## src/hw/power_manager_defs.vh

```
`ifndef POWER_MANAGER_DEFS_VH
`define POWER_MANAGER_DEFS_VH

// Floppy host register offsets (3-bit address within the unit)
`define OFS_STATUS_A 3'h0
`define OFS_STATUS_B 3'h1
`define OFS_DRIVE_OUT 3'h2
`define OFS_RATE_MAIN 3'h4
`define OFS_CMD_DATA 3'h5
`define OFS_DIN_CCR 3'h7

// Auto powerdown configuration bit positions
`define APD_FLOPPY_BIT 0
`define APD_PARALLEL_BIT 3
`define APD_SERIAL1_BIT 4
`define APD_SERIAL2_BIT 5

// PLL configuration: power-down control bit
`define PLL_OFF_BIT 1
// Direct power configuration: wake power bit
`define WAKE_POWER_BIT 7

// Drive output control: motor enable field
`define MOTOR_LSB 4
`define MOTOR_MSB 7

// Idle main status value
`define MSR_IDLE 8'h80

// Reset values
`define DOR_RESET 8'h00
`define RATE_RESET 8'h02
`define CCR_RESET 8'h02
`define CFG_RESET 8'h00

// Floppy auto powerdown timer
`define APD_TIME_MS 10
`define CLK_HZ 40000000

// Extended control mode codes
`define ECR_SPP 3'h0
`define ECR_BIDIR 3'h1
`define ECR_EPP 3'h4

`endif

```

## src/hw/peripheral_power_manager.v

```verilog
// Overview of operation
// Host reads and writes are ignored, not decoded, while power-good is low.
// Wake inputs and wake output keep working on the standby supply.
// Standby power-on reset initialises wake configuration and wake logic.
// PLL off when control bit set; on only with wake bit 0, power-good 1.
// Status, drive, rate and config register access keeps the unit asleep.
// Main status read or data register access wakes the floppy unit.
// Reads in powerdown show true status; writes held and shown later.
// After a non-waking access the unit stays in low power.
// Host bus inputs remain live in powerdown so accesses can wake.
// Motor, select, write data, write gate tristate; seek, head, density driven.
// Local control and programming pins work regardless of powerdown.
// Config bits 4 and 5 enable serial auto powerdown, one per port.
// Transmitter sleeps once holding buffer and shift register are empty.
// Receiver sleeps when its FIFO is empty and it awaits a start bit.
// Ring-indicate interrupt keeps tracking its input while port sleeps.
// Transmit holding write wakes transmitter; receive line change wakes receiver.
// Config bit 3 enables parallel port auto powerdown of unused logic.
// EPP logic sleeps when EPP not enabled or ECP mode not selecting EPP.
// ECP logic sleeps when ECP not enabled or mode is SPP, bidir or EPP.
// Parallel powerdown re-evaluated whenever extended or configured mode changes.
// Floppy sleeps: bit 0 set, motors off, idle 80H, head unloaded, 10 ms.
// Setting a motor enable bit wakes the floppy; reading it does not.
// Each unit exports a powered-down flag that gates its clock off.
`timescale 1ns/1ps
`include "power_manager_defs.vh"

module peripheral_power_manager #(
    parameter APD_CYCLES = (`APD_TIME_MS * (`CLK_HZ / 1000)),
    parameter NUM_UART = 2
) (
    input wire clk_i,
    input wire rst_i,
    input wire standby_por_i,
    input wire power_good_internal_i,
    input wire [2:0] host_addr_i,
    input wire host_rd_i,
    input wire host_wr_i,
    input wire [7:0] host_wdata_i,
    input wire [7:0] status_a_i,
    input wire [7:0] status_b_i,
    input wire [7:0] drive_input_i,
    input wire [7:0] main_status_i,
    input wire [7:0] fifo_rdata_i,
    input wire fdc_int_i,
    input wire head_unloaded_i,
    input wire [7:0] direct_power_config_i,
    input wire [7:0] auto_powerdown_config_i,
    input wire [7:0] pll_config_reg_i,
    input wire [NUM_UART-1:0] thr_empty_i,
    input wire [NUM_UART-1:0] tsr_empty_i,
    input wire [NUM_UART-1:0] transmit_holding_wr_i,
    input wire [NUM_UART-1:0] rx_fifo_empty_i,
    input wire [NUM_UART-1:0] rx_idle_i,
    input wire [NUM_UART-1:0] serial_receive_line_i,
    input wire [NUM_UART-1:0] ring_indicate_n_i,
    input wire epp_enabled_i,
    input wire ecp_enabled_i,
    input wire [2:0] ecr_mode_i,
    input wire [7:0] wake_enable_i,
    input wire wake_cfg_wr_i,
    input wire keyboard_clock_pin_i,
    input wire mouse_clock_pin_i,
    input wire infrared_receive_i,
    input wire motor_on_zero_n_i,
    input wire drive_select_zero_n_i,
    input wire write_data_out_n_i,
    input wire write_gate_out_n_i,
    input wire step_way_select_n_i,
    input wire head_seek_pulse_n_i,
    input wire head_side_select_n_i,
    input wire [1:0] density_select_i,
    output reg [7:0] host_rdata_o,
    output reg host_rdata_valid_o,
    output reg [7:0] drive_output_control_o,
    output reg [7:0] rate_select_reg_o,
    output reg [7:0] rate_config_control_o,
    output reg fifo_rd_o,
    output reg fifo_wr_o,
    output reg [7:0] fifo_wdata_o,
    output reg fdc_powered_down_o,
    output reg fdc_clk_en_o,
    output reg [NUM_UART-1:0] tx_powered_down_o,
    output reg [NUM_UART-1:0] rx_powered_down_o,
    output reg [NUM_UART-1:0] uart_clk_en_o,
    output reg [NUM_UART-1:0] ring_change_irq_o,
    output reg epp_powered_down_o,
    output reg ecp_powered_down_o,
    output reg [1:0] par_clk_en_o,
    output reg pll_power_down_o,
    output reg pll_select_o,
    output reg wake_event_n_o,
    output reg motor_on_zero_n_o,
    output reg motor_on_zero_oe_n_o,
    output reg drive_select_zero_n_o,
    output reg drive_select_zero_oe_n_o,
    output reg write_data_out_n_o,
    output reg write_data_out_oe_n_o,
    output reg write_gate_out_n_o,
    output reg write_gate_out_oe_n_o,
    output reg step_way_select_n_o,
    output reg head_seek_pulse_n_o,
    output reg head_side_select_n_o,
    output reg [1:0] density_select_o
);

    ////////////////////////////////////////////////////////////////////////
    // Host access qualification
    ////////////////////////////////////////////////////////////////////////

    // Decode only while main power is good
    wire rd_ok = host_rd_i & power_good_internal_i;
    wire wr_ok = host_wr_i & power_good_internal_i;

    // Waking accesses
    wire wake_msr = rd_ok & (host_addr_i == `OFS_RATE_MAIN);
    wire wake_data = (rd_ok | wr_ok) & (host_addr_i == `OFS_CMD_DATA);
    wire wake_motor = wr_ok & (host_addr_i == `OFS_DRIVE_OUT)
        & (|host_wdata_i[`MOTOR_MSB:`MOTOR_LSB]);
    wire fdc_wake = wake_msr | wake_data | wake_motor;

    ////////////////////////////////////////////////////////////////////////
    // Floppy host registers, held through powerdown
    ////////////////////////////////////////////////////////////////////////

    // Writes latch asleep or awake
    always @(posedge clk_i) begin
        if (rst_i) begin
            drive_output_control_o <= `DOR_RESET;
            rate_select_reg_o <= `RATE_RESET;
            rate_config_control_o <= `CCR_RESET;
        end else if (wr_ok) begin
            case (host_addr_i)
                `OFS_DRIVE_OUT: drive_output_control_o <= host_wdata_i;
                `OFS_RATE_MAIN: rate_select_reg_o <= host_wdata_i;
                `OFS_DIN_CCR: rate_config_control_o <= host_wdata_i;
                default: ;
            endcase
        end
    end

    // Read mux, true status
    reg [7:0] next_rdata;
    always @* begin
        case (host_addr_i)
            `OFS_STATUS_A: next_rdata = status_a_i;
            `OFS_STATUS_B: next_rdata = status_b_i;
            `OFS_DRIVE_OUT: next_rdata = drive_output_control_o;
            `OFS_RATE_MAIN: next_rdata = main_status_i;
            `OFS_CMD_DATA: next_rdata = fifo_rdata_i;
            `OFS_DIN_CCR: next_rdata = drive_input_i;
            default: next_rdata = 8'h00;
        endcase
    end

    // Read answer and data strobes
    always @(posedge clk_i) begin
        if (rst_i) begin
            host_rdata_o <= 8'h00;
            host_rdata_valid_o <= 1'b0;
            fifo_rd_o <= 1'b0;
            fifo_wr_o <= 1'b0;
            fifo_wdata_o <= 8'h00;
        end else begin
            host_rdata_valid_o <= rd_ok;
            host_rdata_o <= rd_ok ? next_rdata : 8'h00;
            fifo_rd_o <= rd_ok & (host_addr_i == `OFS_CMD_DATA);
            fifo_wr_o <= wr_ok & (host_addr_i == `OFS_CMD_DATA);
            if (wr_ok & (host_addr_i == `OFS_CMD_DATA)) begin
                fifo_wdata_o <= host_wdata_i;
            end
        end
    end

    ////////////////////////////////////////////////////////////////////////
    // Floppy auto powerdown
    ////////////////////////////////////////////////////////////////////////

    reg [31:0] apd_count;
    wire fdc_apd_en = auto_powerdown_config_i[`APD_FLOPPY_BIT];
    wire motors_off = ~|drive_output_control_o[`MOTOR_MSB:`MOTOR_LSB];
    wire fdc_idle = (main_status_i == `MSR_IDLE) & ~fdc_int_i;
    wire timer_done = (apd_count >= APD_CYCLES);
    wire fdc_sleep_ok = fdc_apd_en & motors_off & fdc_idle
        & head_unloaded_i & timer_done;

    // Timer restarts on wake, cleared when off
    always @(posedge clk_i) begin
        if (rst_i || !fdc_apd_en || fdc_wake) begin
            apd_count <= 32'h00000000;
        end else if (!timer_done) begin
            apd_count <= apd_count + 32'h00000001;
        end
    end

    // Waking accesses clear sleep; so does losing any sleep condition
    always @(posedge clk_i) begin
        if (rst_i) begin
            fdc_powered_down_o <= 1'b0;
            fdc_clk_en_o <= 1'b1;
        end else if (fdc_wake) begin
            fdc_powered_down_o <= 1'b0;
            fdc_clk_en_o <= 1'b1;
        end else begin
            fdc_powered_down_o <= fdc_sleep_ok;
            fdc_clk_en_o <= ~fdc_sleep_ok;
        end
    end

    // Drive pins, some tristated asleep
    always @(posedge clk_i) begin
        if (rst_i) begin
            motor_on_zero_oe_n_o <= 1'b0;
            drive_select_zero_oe_n_o <= 1'b0;
            write_data_out_oe_n_o <= 1'b0;
            write_gate_out_oe_n_o <= 1'b0;
            motor_on_zero_n_o <= 1'b1;
            drive_select_zero_n_o <= 1'b1;
            write_data_out_n_o <= 1'b1;
            write_gate_out_n_o <= 1'b1;
            step_way_select_n_o <= 1'b1;
            head_seek_pulse_n_o <= 1'b1;
            head_side_select_n_o <= 1'b1;
            density_select_o <= 2'b00;
        end else begin
            motor_on_zero_oe_n_o <= fdc_powered_down_o;
            drive_select_zero_oe_n_o <= fdc_powered_down_o;
            write_data_out_oe_n_o <= fdc_powered_down_o;
            write_gate_out_oe_n_o <= fdc_powered_down_o;
            motor_on_zero_n_o <= motor_on_zero_n_i;
            drive_select_zero_n_o <= drive_select_zero_n_i;
            write_data_out_n_o <= write_data_out_n_i;
            write_gate_out_n_o <= write_gate_out_n_i;
            step_way_select_n_o <= step_way_select_n_i;
            head_seek_pulse_n_o <= head_seek_pulse_n_i;
            head_side_select_n_o <= head_side_select_n_i;
            density_select_o <= density_select_i;
        end
    end

    ////////////////////////////////////////////////////////////////////////
    // Serial port auto powerdown, one slice per port
    ////////////////////////////////////////////////////////////////////////

    genvar u;
    generate
        for (u = 0; u < NUM_UART; u = u + 1) begin : g_uart
            wire apd_en = auto_powerdown_config_i[`APD_SERIAL1_BIT + u];
            reg rx_last;
            reg ri_last;
            wire rx_edge = rx_last ^ serial_receive_line_i[u];
            // Transmitter sleep and wake
            always @(posedge clk_i) begin
                if (rst_i || !apd_en) begin
                    tx_powered_down_o[u] <= 1'b0;
                end else if (transmit_holding_wr_i[u]) begin
                    tx_powered_down_o[u] <= 1'b0;
                end else if (thr_empty_i[u] & tsr_empty_i[u]) begin
                    tx_powered_down_o[u] <= 1'b1;
                end
            end
            // Receiver sleep; line edge wins
            always @(posedge clk_i) begin
                if (rst_i) begin
                    rx_last <= 1'b1;
                end else begin
                    rx_last <= serial_receive_line_i[u];
                end
                if (rst_i || !apd_en) begin
                    rx_powered_down_o[u] <= 1'b0;
                end else if (rx_edge) begin
                    rx_powered_down_o[u] <= 1'b0;
                end else if (rx_fifo_empty_i[u] & rx_idle_i[u]) begin
                    rx_powered_down_o[u] <= 1'b1;
                end
            end
            // Clock gate and ring change
            always @(posedge clk_i) begin
                if (rst_i) begin
                    ri_last <= 1'b1;
                    ring_change_irq_o[u] <= 1'b0;
                    uart_clk_en_o[u] <= 1'b1;
                end else begin
                    ri_last <= ring_indicate_n_i[u];
                    ring_change_irq_o[u] <= ri_last ^ ring_indicate_n_i[u];
                    uart_clk_en_o[u] <= ~(tx_powered_down_o[u]
                        & rx_powered_down_o[u]);
                end
            end
        end
    endgenerate

    ////////////////////////////////////////////////////////////////////////
    // Parallel port auto powerdown
    ////////////////////////////////////////////////////////////////////////

    wire par_apd_en = auto_powerdown_config_i[`APD_PARALLEL_BIT];
    wire epp_off = ~epp_enabled_i
        | (ecp_enabled_i & (ecr_mode_i != `ECR_EPP));
    wire ecp_off = ~ecp_enabled_i | (ecr_mode_i == `ECR_SPP)
        | (ecr_mode_i == `ECR_BIDIR) | (ecr_mode_i == `ECR_EPP);

    // Re-evaluated every cycle
    always @(posedge clk_i) begin
        if (rst_i) begin
            epp_powered_down_o <= 1'b0;
            ecp_powered_down_o <= 1'b0;
            par_clk_en_o <= 2'b11;
        end else begin
            epp_powered_down_o <= par_apd_en & epp_off;
            ecp_powered_down_o <= par_apd_en & ecp_off;
            par_clk_en_o <= {~(par_apd_en & ecp_off),
                ~(par_apd_en & epp_off)};
        end
    end

    ////////////////////////////////////////////////////////////////////////
    // PLL power and select
    ////////////////////////////////////////////////////////////////////////

    // Reserved cases: powered, not selected
    always @(posedge clk_i) begin
        if (rst_i) begin
            pll_power_down_o <= 1'b0;
            pll_select_o <= 1'b0;
        end else begin
            pll_power_down_o <= pll_config_reg_i[`PLL_OFF_BIT];
            pll_select_o <= ~pll_config_reg_i[`PLL_OFF_BIT]
                & ~direct_power_config_i[`WAKE_POWER_BIT]
                & power_good_internal_i;
        end
    end

    ////////////////////////////////////////////////////////////////////////
    // Wake-event logic on standby reset only
    ////////////////////////////////////////////////////////////////////////

    reg [7:0] wake_enable;
    reg [4:0] wake_last;
    wire [4:0] wake_src = {ring_indicate_n_i[0], ring_indicate_n_i[1],
        serial_receive_line_i[1], infrared_receive_i, keyboard_clock_pin_i};

    // Standby domain: main reset ignored
    always @(posedge clk_i) begin
        if (standby_por_i) begin
            wake_enable <= `CFG_RESET;
            wake_last <= 5'h1F;
            wake_event_n_o <= 1'b1;
        end else begin
            if (wake_cfg_wr_i) begin
                wake_enable <= wake_enable_i;
            end
            wake_last <= wake_src;
            if (|((wake_last ^ wake_src) & wake_enable[4:0])
                | (wake_enable[5] & ~mouse_clock_pin_i)) begin
                wake_event_n_o <= 1'b0;
            end else if (wake_cfg_wr_i) begin
                wake_event_n_o <= 1'b1;
            end
        end
    end

endmodule // peripheral_power_manager

```

## config.mk

```make
export PLATFORM = sky130hd
export DESIGN_NAME = peripheral_power_manager
export DESIGN_NICKNAME = d
export VERILOG_FILES = /design/src/hw/peripheral_power_manager.v
export VERILOG_INCLUDE_DIRS = /design/src /design/src/hw
export SDC_FILE = /design/constraint.sdc
export NUM_CORES = 1
export LEC_CHECK = 0
export BUFFER_PORTS_ARGS = -buffer_cell sky130_fd_sc_hd__buf_2
export CORE_MARGIN = 1
export CORE_UTILIZATION = 51
export CTS_CLUSTER_DIAMETER = 120
export DETAILED_ROUTE_END_ITERATION = 10
export PLACE_DENSITY = 0.94
export SLEW_MARGIN = 40
export SYNTH_ARGS = -nofsm -noshare
export SYNTH_HDL_FRONTEND = slang
export SYNTH_SLANG_ARGS = --single-unit
```

## constraint.sdc

```tcl
create_clock -name clk_i -period 3.3 [get_ports clk_i]
set_input_delay 0.165 -clock clk_i [delete_from_list [all_inputs] [get_ports clk_i]]
set_output_delay 0.165 -clock clk_i [all_outputs]
set_load 0.02 [all_outputs]
```

Word-level counts from Yosys, hierarchy flattened
Cells that the tools add are included.
W data, S select, Z words.
{"block": "word_totals", "reg_bits": 117, "wordCells": 128}
{"block": "classes", "n_addsub": 1, "order_cmp": 1, "n_eq_ne": 9, "muxes": 3, "bitwise_logic": 51, "reduce_logical": 23}
{"op": "$pmux W8 S6", "n": 1}
{"op": "$add A32 B1 Y32 const B", "n": 1}
{"op": "$ge A32 B19 Y1 const B", "n": 1}
{"op": "$and A1 B1 Y1", "n": 25}
{"op": "$eq A3 B3 Y1 const B", "n": 4}
{"op": "$not A1 Y1", "n": 12}
{"op": "$reduce_or A2 Y1", "n": 6}
{"op": "$eq A8 B8 Y1 const B", "n": 1}
{"op": "$or A1 B1 Y1", "n": 8}
{"op": "$reduce_or A4 Y1", "n": 2}
{"op": "$eq A3 B1 Y1 const B", "n": 2}
{"op": "$logic_not A3 Y1", "n": 2}
{"op": "$reduce_and A2 Y1", "n": 3}
{"op": "$and A5 B5 Y5", "n": 1}
{"op": "$reduce_or A5 Y1", "n": 1}
{"op": "$xor A5 B5 Y5", "n": 1}
{"op": "$logic_not A1 Y1", "n": 4}
{"op": "$logic_or A1 B1 Y1", "n": 4}
{"op": "$xor A1 B1 Y1", "n": 4}
{"op": "$eq A3 B2 Y1 const B", "n": 1}
{"op": "$ne A3 B3 Y1 const B", "n": 1}
{"op": "$mux W1", "n": 2}
{"op": "$reduce_bool A2 Y1", "n": 1}

Depth between registers and ports, before layout
{"block": "depth", "word_depth": 7, "ltp_mapped": 8}

Worst setup path after synthesis
No wires, ideal clock.
{"block": "synth_path", "kind": "reg-to-reg", "start": "register apd_count[13]", "end": "register apd_count[14]", "setup_time_ns": 0.071, "t_arrival_ns": 1.859, "setup_slack_ns": 1.371, "stages_incl_launch_ff": 7, "cell_sequence": "dfxtp_1 > nor4_2 > nor2_1 > or3_1 > buf_2 > or4_1 > a21oi_1"}
{"block": "synth_between", "elab_chain_len": 1}
{"element": "start, declared", "line_no": "peripheral_power_manager.v:179", "rtl": "reg [31:0] apd_count;"}
{"element": "start signal, assigned", "line_no": "peripheral_power_manager.v:192", "rtl": "apd_count <= apd_count + 32'h00000001;"}
{"element": "$add A32 B1 Y32 or $ge A32 B19 Y1 (tied branches)", "line_no": "peripheral_power_manager.v:192, peripheral_power_manager.v:183"}
Several ways; a longest one is shown, not always the timed one.
A chain may end at the register's enable or synchronous reset.

Worst setup path in the final report
{"block": "layout_path", "start": "register apd_count[13]", "end": "register apd_count[17]"}
Same word-level chain as after synthesis.

==> run summary <==
Final Hold Viols: 0
Max VDD drop: 0.427 mV
Status: completed
RSZ-0062 raised after global routing: no
P per Cell Area: 567 nW/um^2
CP required: 3720 ps
PortBufs: 175
RePlAce Congestion: 1.01
Startpoint Class: register
Resize count post-CTS: 0
Maximum number of pins on one net before global-route repair: 43
Drt wl/cell: 20.0 um
TritonCTS clock tree: built
DP Worst Slack: 891 ps
Leakage: 2.88 nW
Met2 Use GR: 0.609
Die height: 96.0 um
Final Net Count: 809
Clk sink count: 117
Global routing usage on met1: 0.401
Critical path buffers and inverters: 0
1st-pass router iterations: 5
Synth warnings: 0
Worst-margin pin slew: 711 ps
Final wirelength: 16000 um
Worst EP arrival: 2880 ps
Clock group share of total power: 0.517
Setup-failing EPs final: 0
Layout area overhead: 45.4%
Comb power frac: 0.089
Core Area: 8380 sq um
Final Total Pwr: 3.72 mW
Synthesized cell area: 4510 sq um
Layout cells sized above 1: 0.341
Final-report max-slew violation count: 0
Vias in the first global route: 4828
Starting Density: 0.538
Sum of negative setup slack: 0 ps
#FFs+latches synth: 117
CTS Buffer Depth: 2
Setup Skew: 6.08 ps
Clk pin slew, worst setup/hold paths: 70 ps
Register area share after synthesis: 0.519
Crit-path leading delay family: simple AND/OR/NAND/NOR gates
Synth Instances: 461
PnR worst setup slack: 832 ps
Met3 Usage GRT: 0.107
R2R cell count: 5
GRT Max-Usage Layer: met2
Syn_area_per_cell: 9.78 sq um
IO Pins: 196
Critical path type: register to register
Max FO, Critical Path: 25
Worst-skew pair later-pin latency: 510 ps
Main flop type after synthesis: dfxtp_1
CP Cell Sequence: nor4_2 -> nor2_1 -> or3_1 -> or4_1 -> a21oi_1
Post-synth EDFFs: 0
Levels on crit path: 5
CTS H-tree depth: 4
DR vias/cell: 5.88
Sw Pwr: 0.879 mW
Via Count: 4708
WHS Path Cells: 3
Internal power: 2.84 mW
CP max stage cell: or3_1
DRT iter0 DRCs: 321
Maxcap violations: 0
Initial antenna violation count: 0
Rows: 33
Diode count: 0
Overall Global Routing Usage: 0.358
Ys async rst share: 0
Detailed placement HPWL: 8800 um
Root Driver: clkbuf_8
Final ANT Viol Nets: 0
Cell variety after synth: 47
Worst setup EP type: register
Die Span X: 96.0 um
Overflow left after global routing: 0
FMAX: 0.405 GHz
First-pass GRT wire length: 24400 um
Die area: 9220 sq um
Reg power frac: 0.394
Synth Net Count: 586
Switch share: 0.236
Slew HR: 0.526
Fin crit share: 0.748
Worst hold-check path type: input pin to register
DRC Markers: 0
CP max stage delay: 710 ps
Min Tclk post-route: 2470 ps
TritonCTS Buffers: 17
stage by stage:
step | utilization | cell area (sq um) | cells | hold slack (ps)
2_1_floorplan | - | 4510 | 461 | 242
3_3_place_gp | 0.647 | 5420 | 719 | 331
3_5_place_dp | 0.648 | 5430 | 719 | 349
4_1_cts | 0.781 | 6550 | 801 | 0.210
5_1_grt | 0.782 | 6560 | 801 | 41.1
6_report | 0.782 | 6560 | 801 | 19.2
sequential cells by signal, summed over array words and instances (netlist names), 5 cells and up:
| name | count |
|---|---|
| wake_last | 5 |
| fifo_wdata_o | 8 |
| host_rdata_o | 8 |
| drive_output_control_o | 8 |
| wake_enable | 6 |
| rate_select_reg_o | 8 |
| apd_count | 32 |
| rate_config_control_o | 8 |
layout by cell type, fill, tap and decap left out, types with 3 or more instances in the layout:
cell           Yosys  routed
nor2_1            51      50
o22ai_1            5       5
clkinv_2           0       3
dlygate4sd3_1      0      51
nand3_1           14      14
bufinv_16          0       4
a21oi_1           22      22
and3_1             4       4
buf_4              3       3
a22oi_1            6       6
nor3_1             7       6
xnor2_1            6       6
clkinvlp_4         0       4
nor4_1             8       8
o31ai_1            4       4
nor4b_1            4       4
buf_2              4     175
clkbuf_16          0      16
mux2i_1           39      39
or2_2             17      17
dfxtp_1          117     117
or3_1             11      11
inv_1              7       7
o21ai_1           10      10
xor2_1             8       8
nand4_1            6       6
and2_1            18      18
nand2_1           22      22
a211oi_1           4       4
a221oi_1           5       5
a22o_1             8       8
nor2b_1            9       9
or4_1              3       3
timing repair:
| item | CTS | global route |
|---|---|---|
| endpoints found under the hold margin | 66 | 0 |
| hold buffers | 51 | 0 |
| setup buffers | 0 | 0 |
Yosys cell counts (all sizes together) (2+ instances only):
cell type,count,share of area
dfxtp,117,0.52
nor2,51,0.042
mux2i,39,0.087
a21oi,22,0.024
nand2,22,0.018
and2,18,0.025
or2,17,0.024
clkbuf,15,0.012
nand3,14,0.016
o21ai,11,0.012
or3,11,0.015
buf,10,0.014
inv,9,0.0075
nor2b,9,0.012
nor4,9,0.014
a22o,8,0.016
nor3,8,0.010
xor2,8,0.016
a22oi,6,0.010
nand4,6,0.0083
xnor2,6,0.012
a221oi,5,0.0097
o22ai,5,0.0069
a211oi,4,0.0067
and3,4,0.0055
nor4b,4,0.0078
o31ai,4,0.0067
or4,3,0.0050
a31o,2,0.0039
and4,2,0.0039
ha,2,0.0055
mux4,2,0.010
path summary, 6_finish.rpt:
check,end,startpoint,slack [ps]
hold / removal,par_clk_en_o[1]$_SDFF_PP1_,auto_powerdown_config_i[3],20
hold reg to reg,uart_clk_en_o[0]$_SDFF_PP1_,rx_powered_down_o[0]$_SDFFE_PP0P_,430
setup / recovery,apd_count[17]$_SDFFE_PP0N_,apd_count[13]$_SDFFE_PP0N_,830
setup reg to reg,apd_count[17]$_SDFFE_PP0N_,apd_count[13]$_SDFFE_PP0N_,830
kinds of logic after synthesis:
| family | synth area share |
|---|---|
| flops | 0.519 |
| mux | 0.0991 |
| compound gates | 0.101 |
| fa+ha+maj | 0.00555 |
| buf+inv | 0.0336 |
| simple gates | 0.214 |
| xor+xnor | 0.0272 |
metal layers:
| layer | vias up | wire [um] |
|---|---|---|
| met5 | - | 0 |
| met4 | 0 | 750 |
| met3 | 87 | 1500 |
| met2 | 345 | 7800 |
| met1 | 2207 | 5940 |
| li1 | 2069 | - |
worst min-delay path: cells and delay by family:
| kind | cells | cell delay [ps] |
|---|---|---|
| buffers and inverters | 1 | 110 |
| AO/OA/AOI/OAI | 1 | 100 |
| AND/OR/NAND/NOR | 1 | 120 |
final cells by class:
cell class,instances,area (sq um)
multi-input combinational,310,2030
inverter,9,33.8
clock inverter,13,183
sequential,117,2340
fill,461,1830
timing repair buffer,229,1410
tap,105,131
clock buffer,18,428
power by group through the flow:
stage,Clock (mW),Combinational [mW],Sequential [mW]
after floorplan,0,0.113,1.52
after global placement,0,0.248,1.49
after detailed placement,0,0.259,1.49
after CTS,1.89,0.305,1.46
after global routing,2.00,0.345,1.47
final,1.92,0.330,1.47
Note: power is estimated with default switching activity, not from simulation.
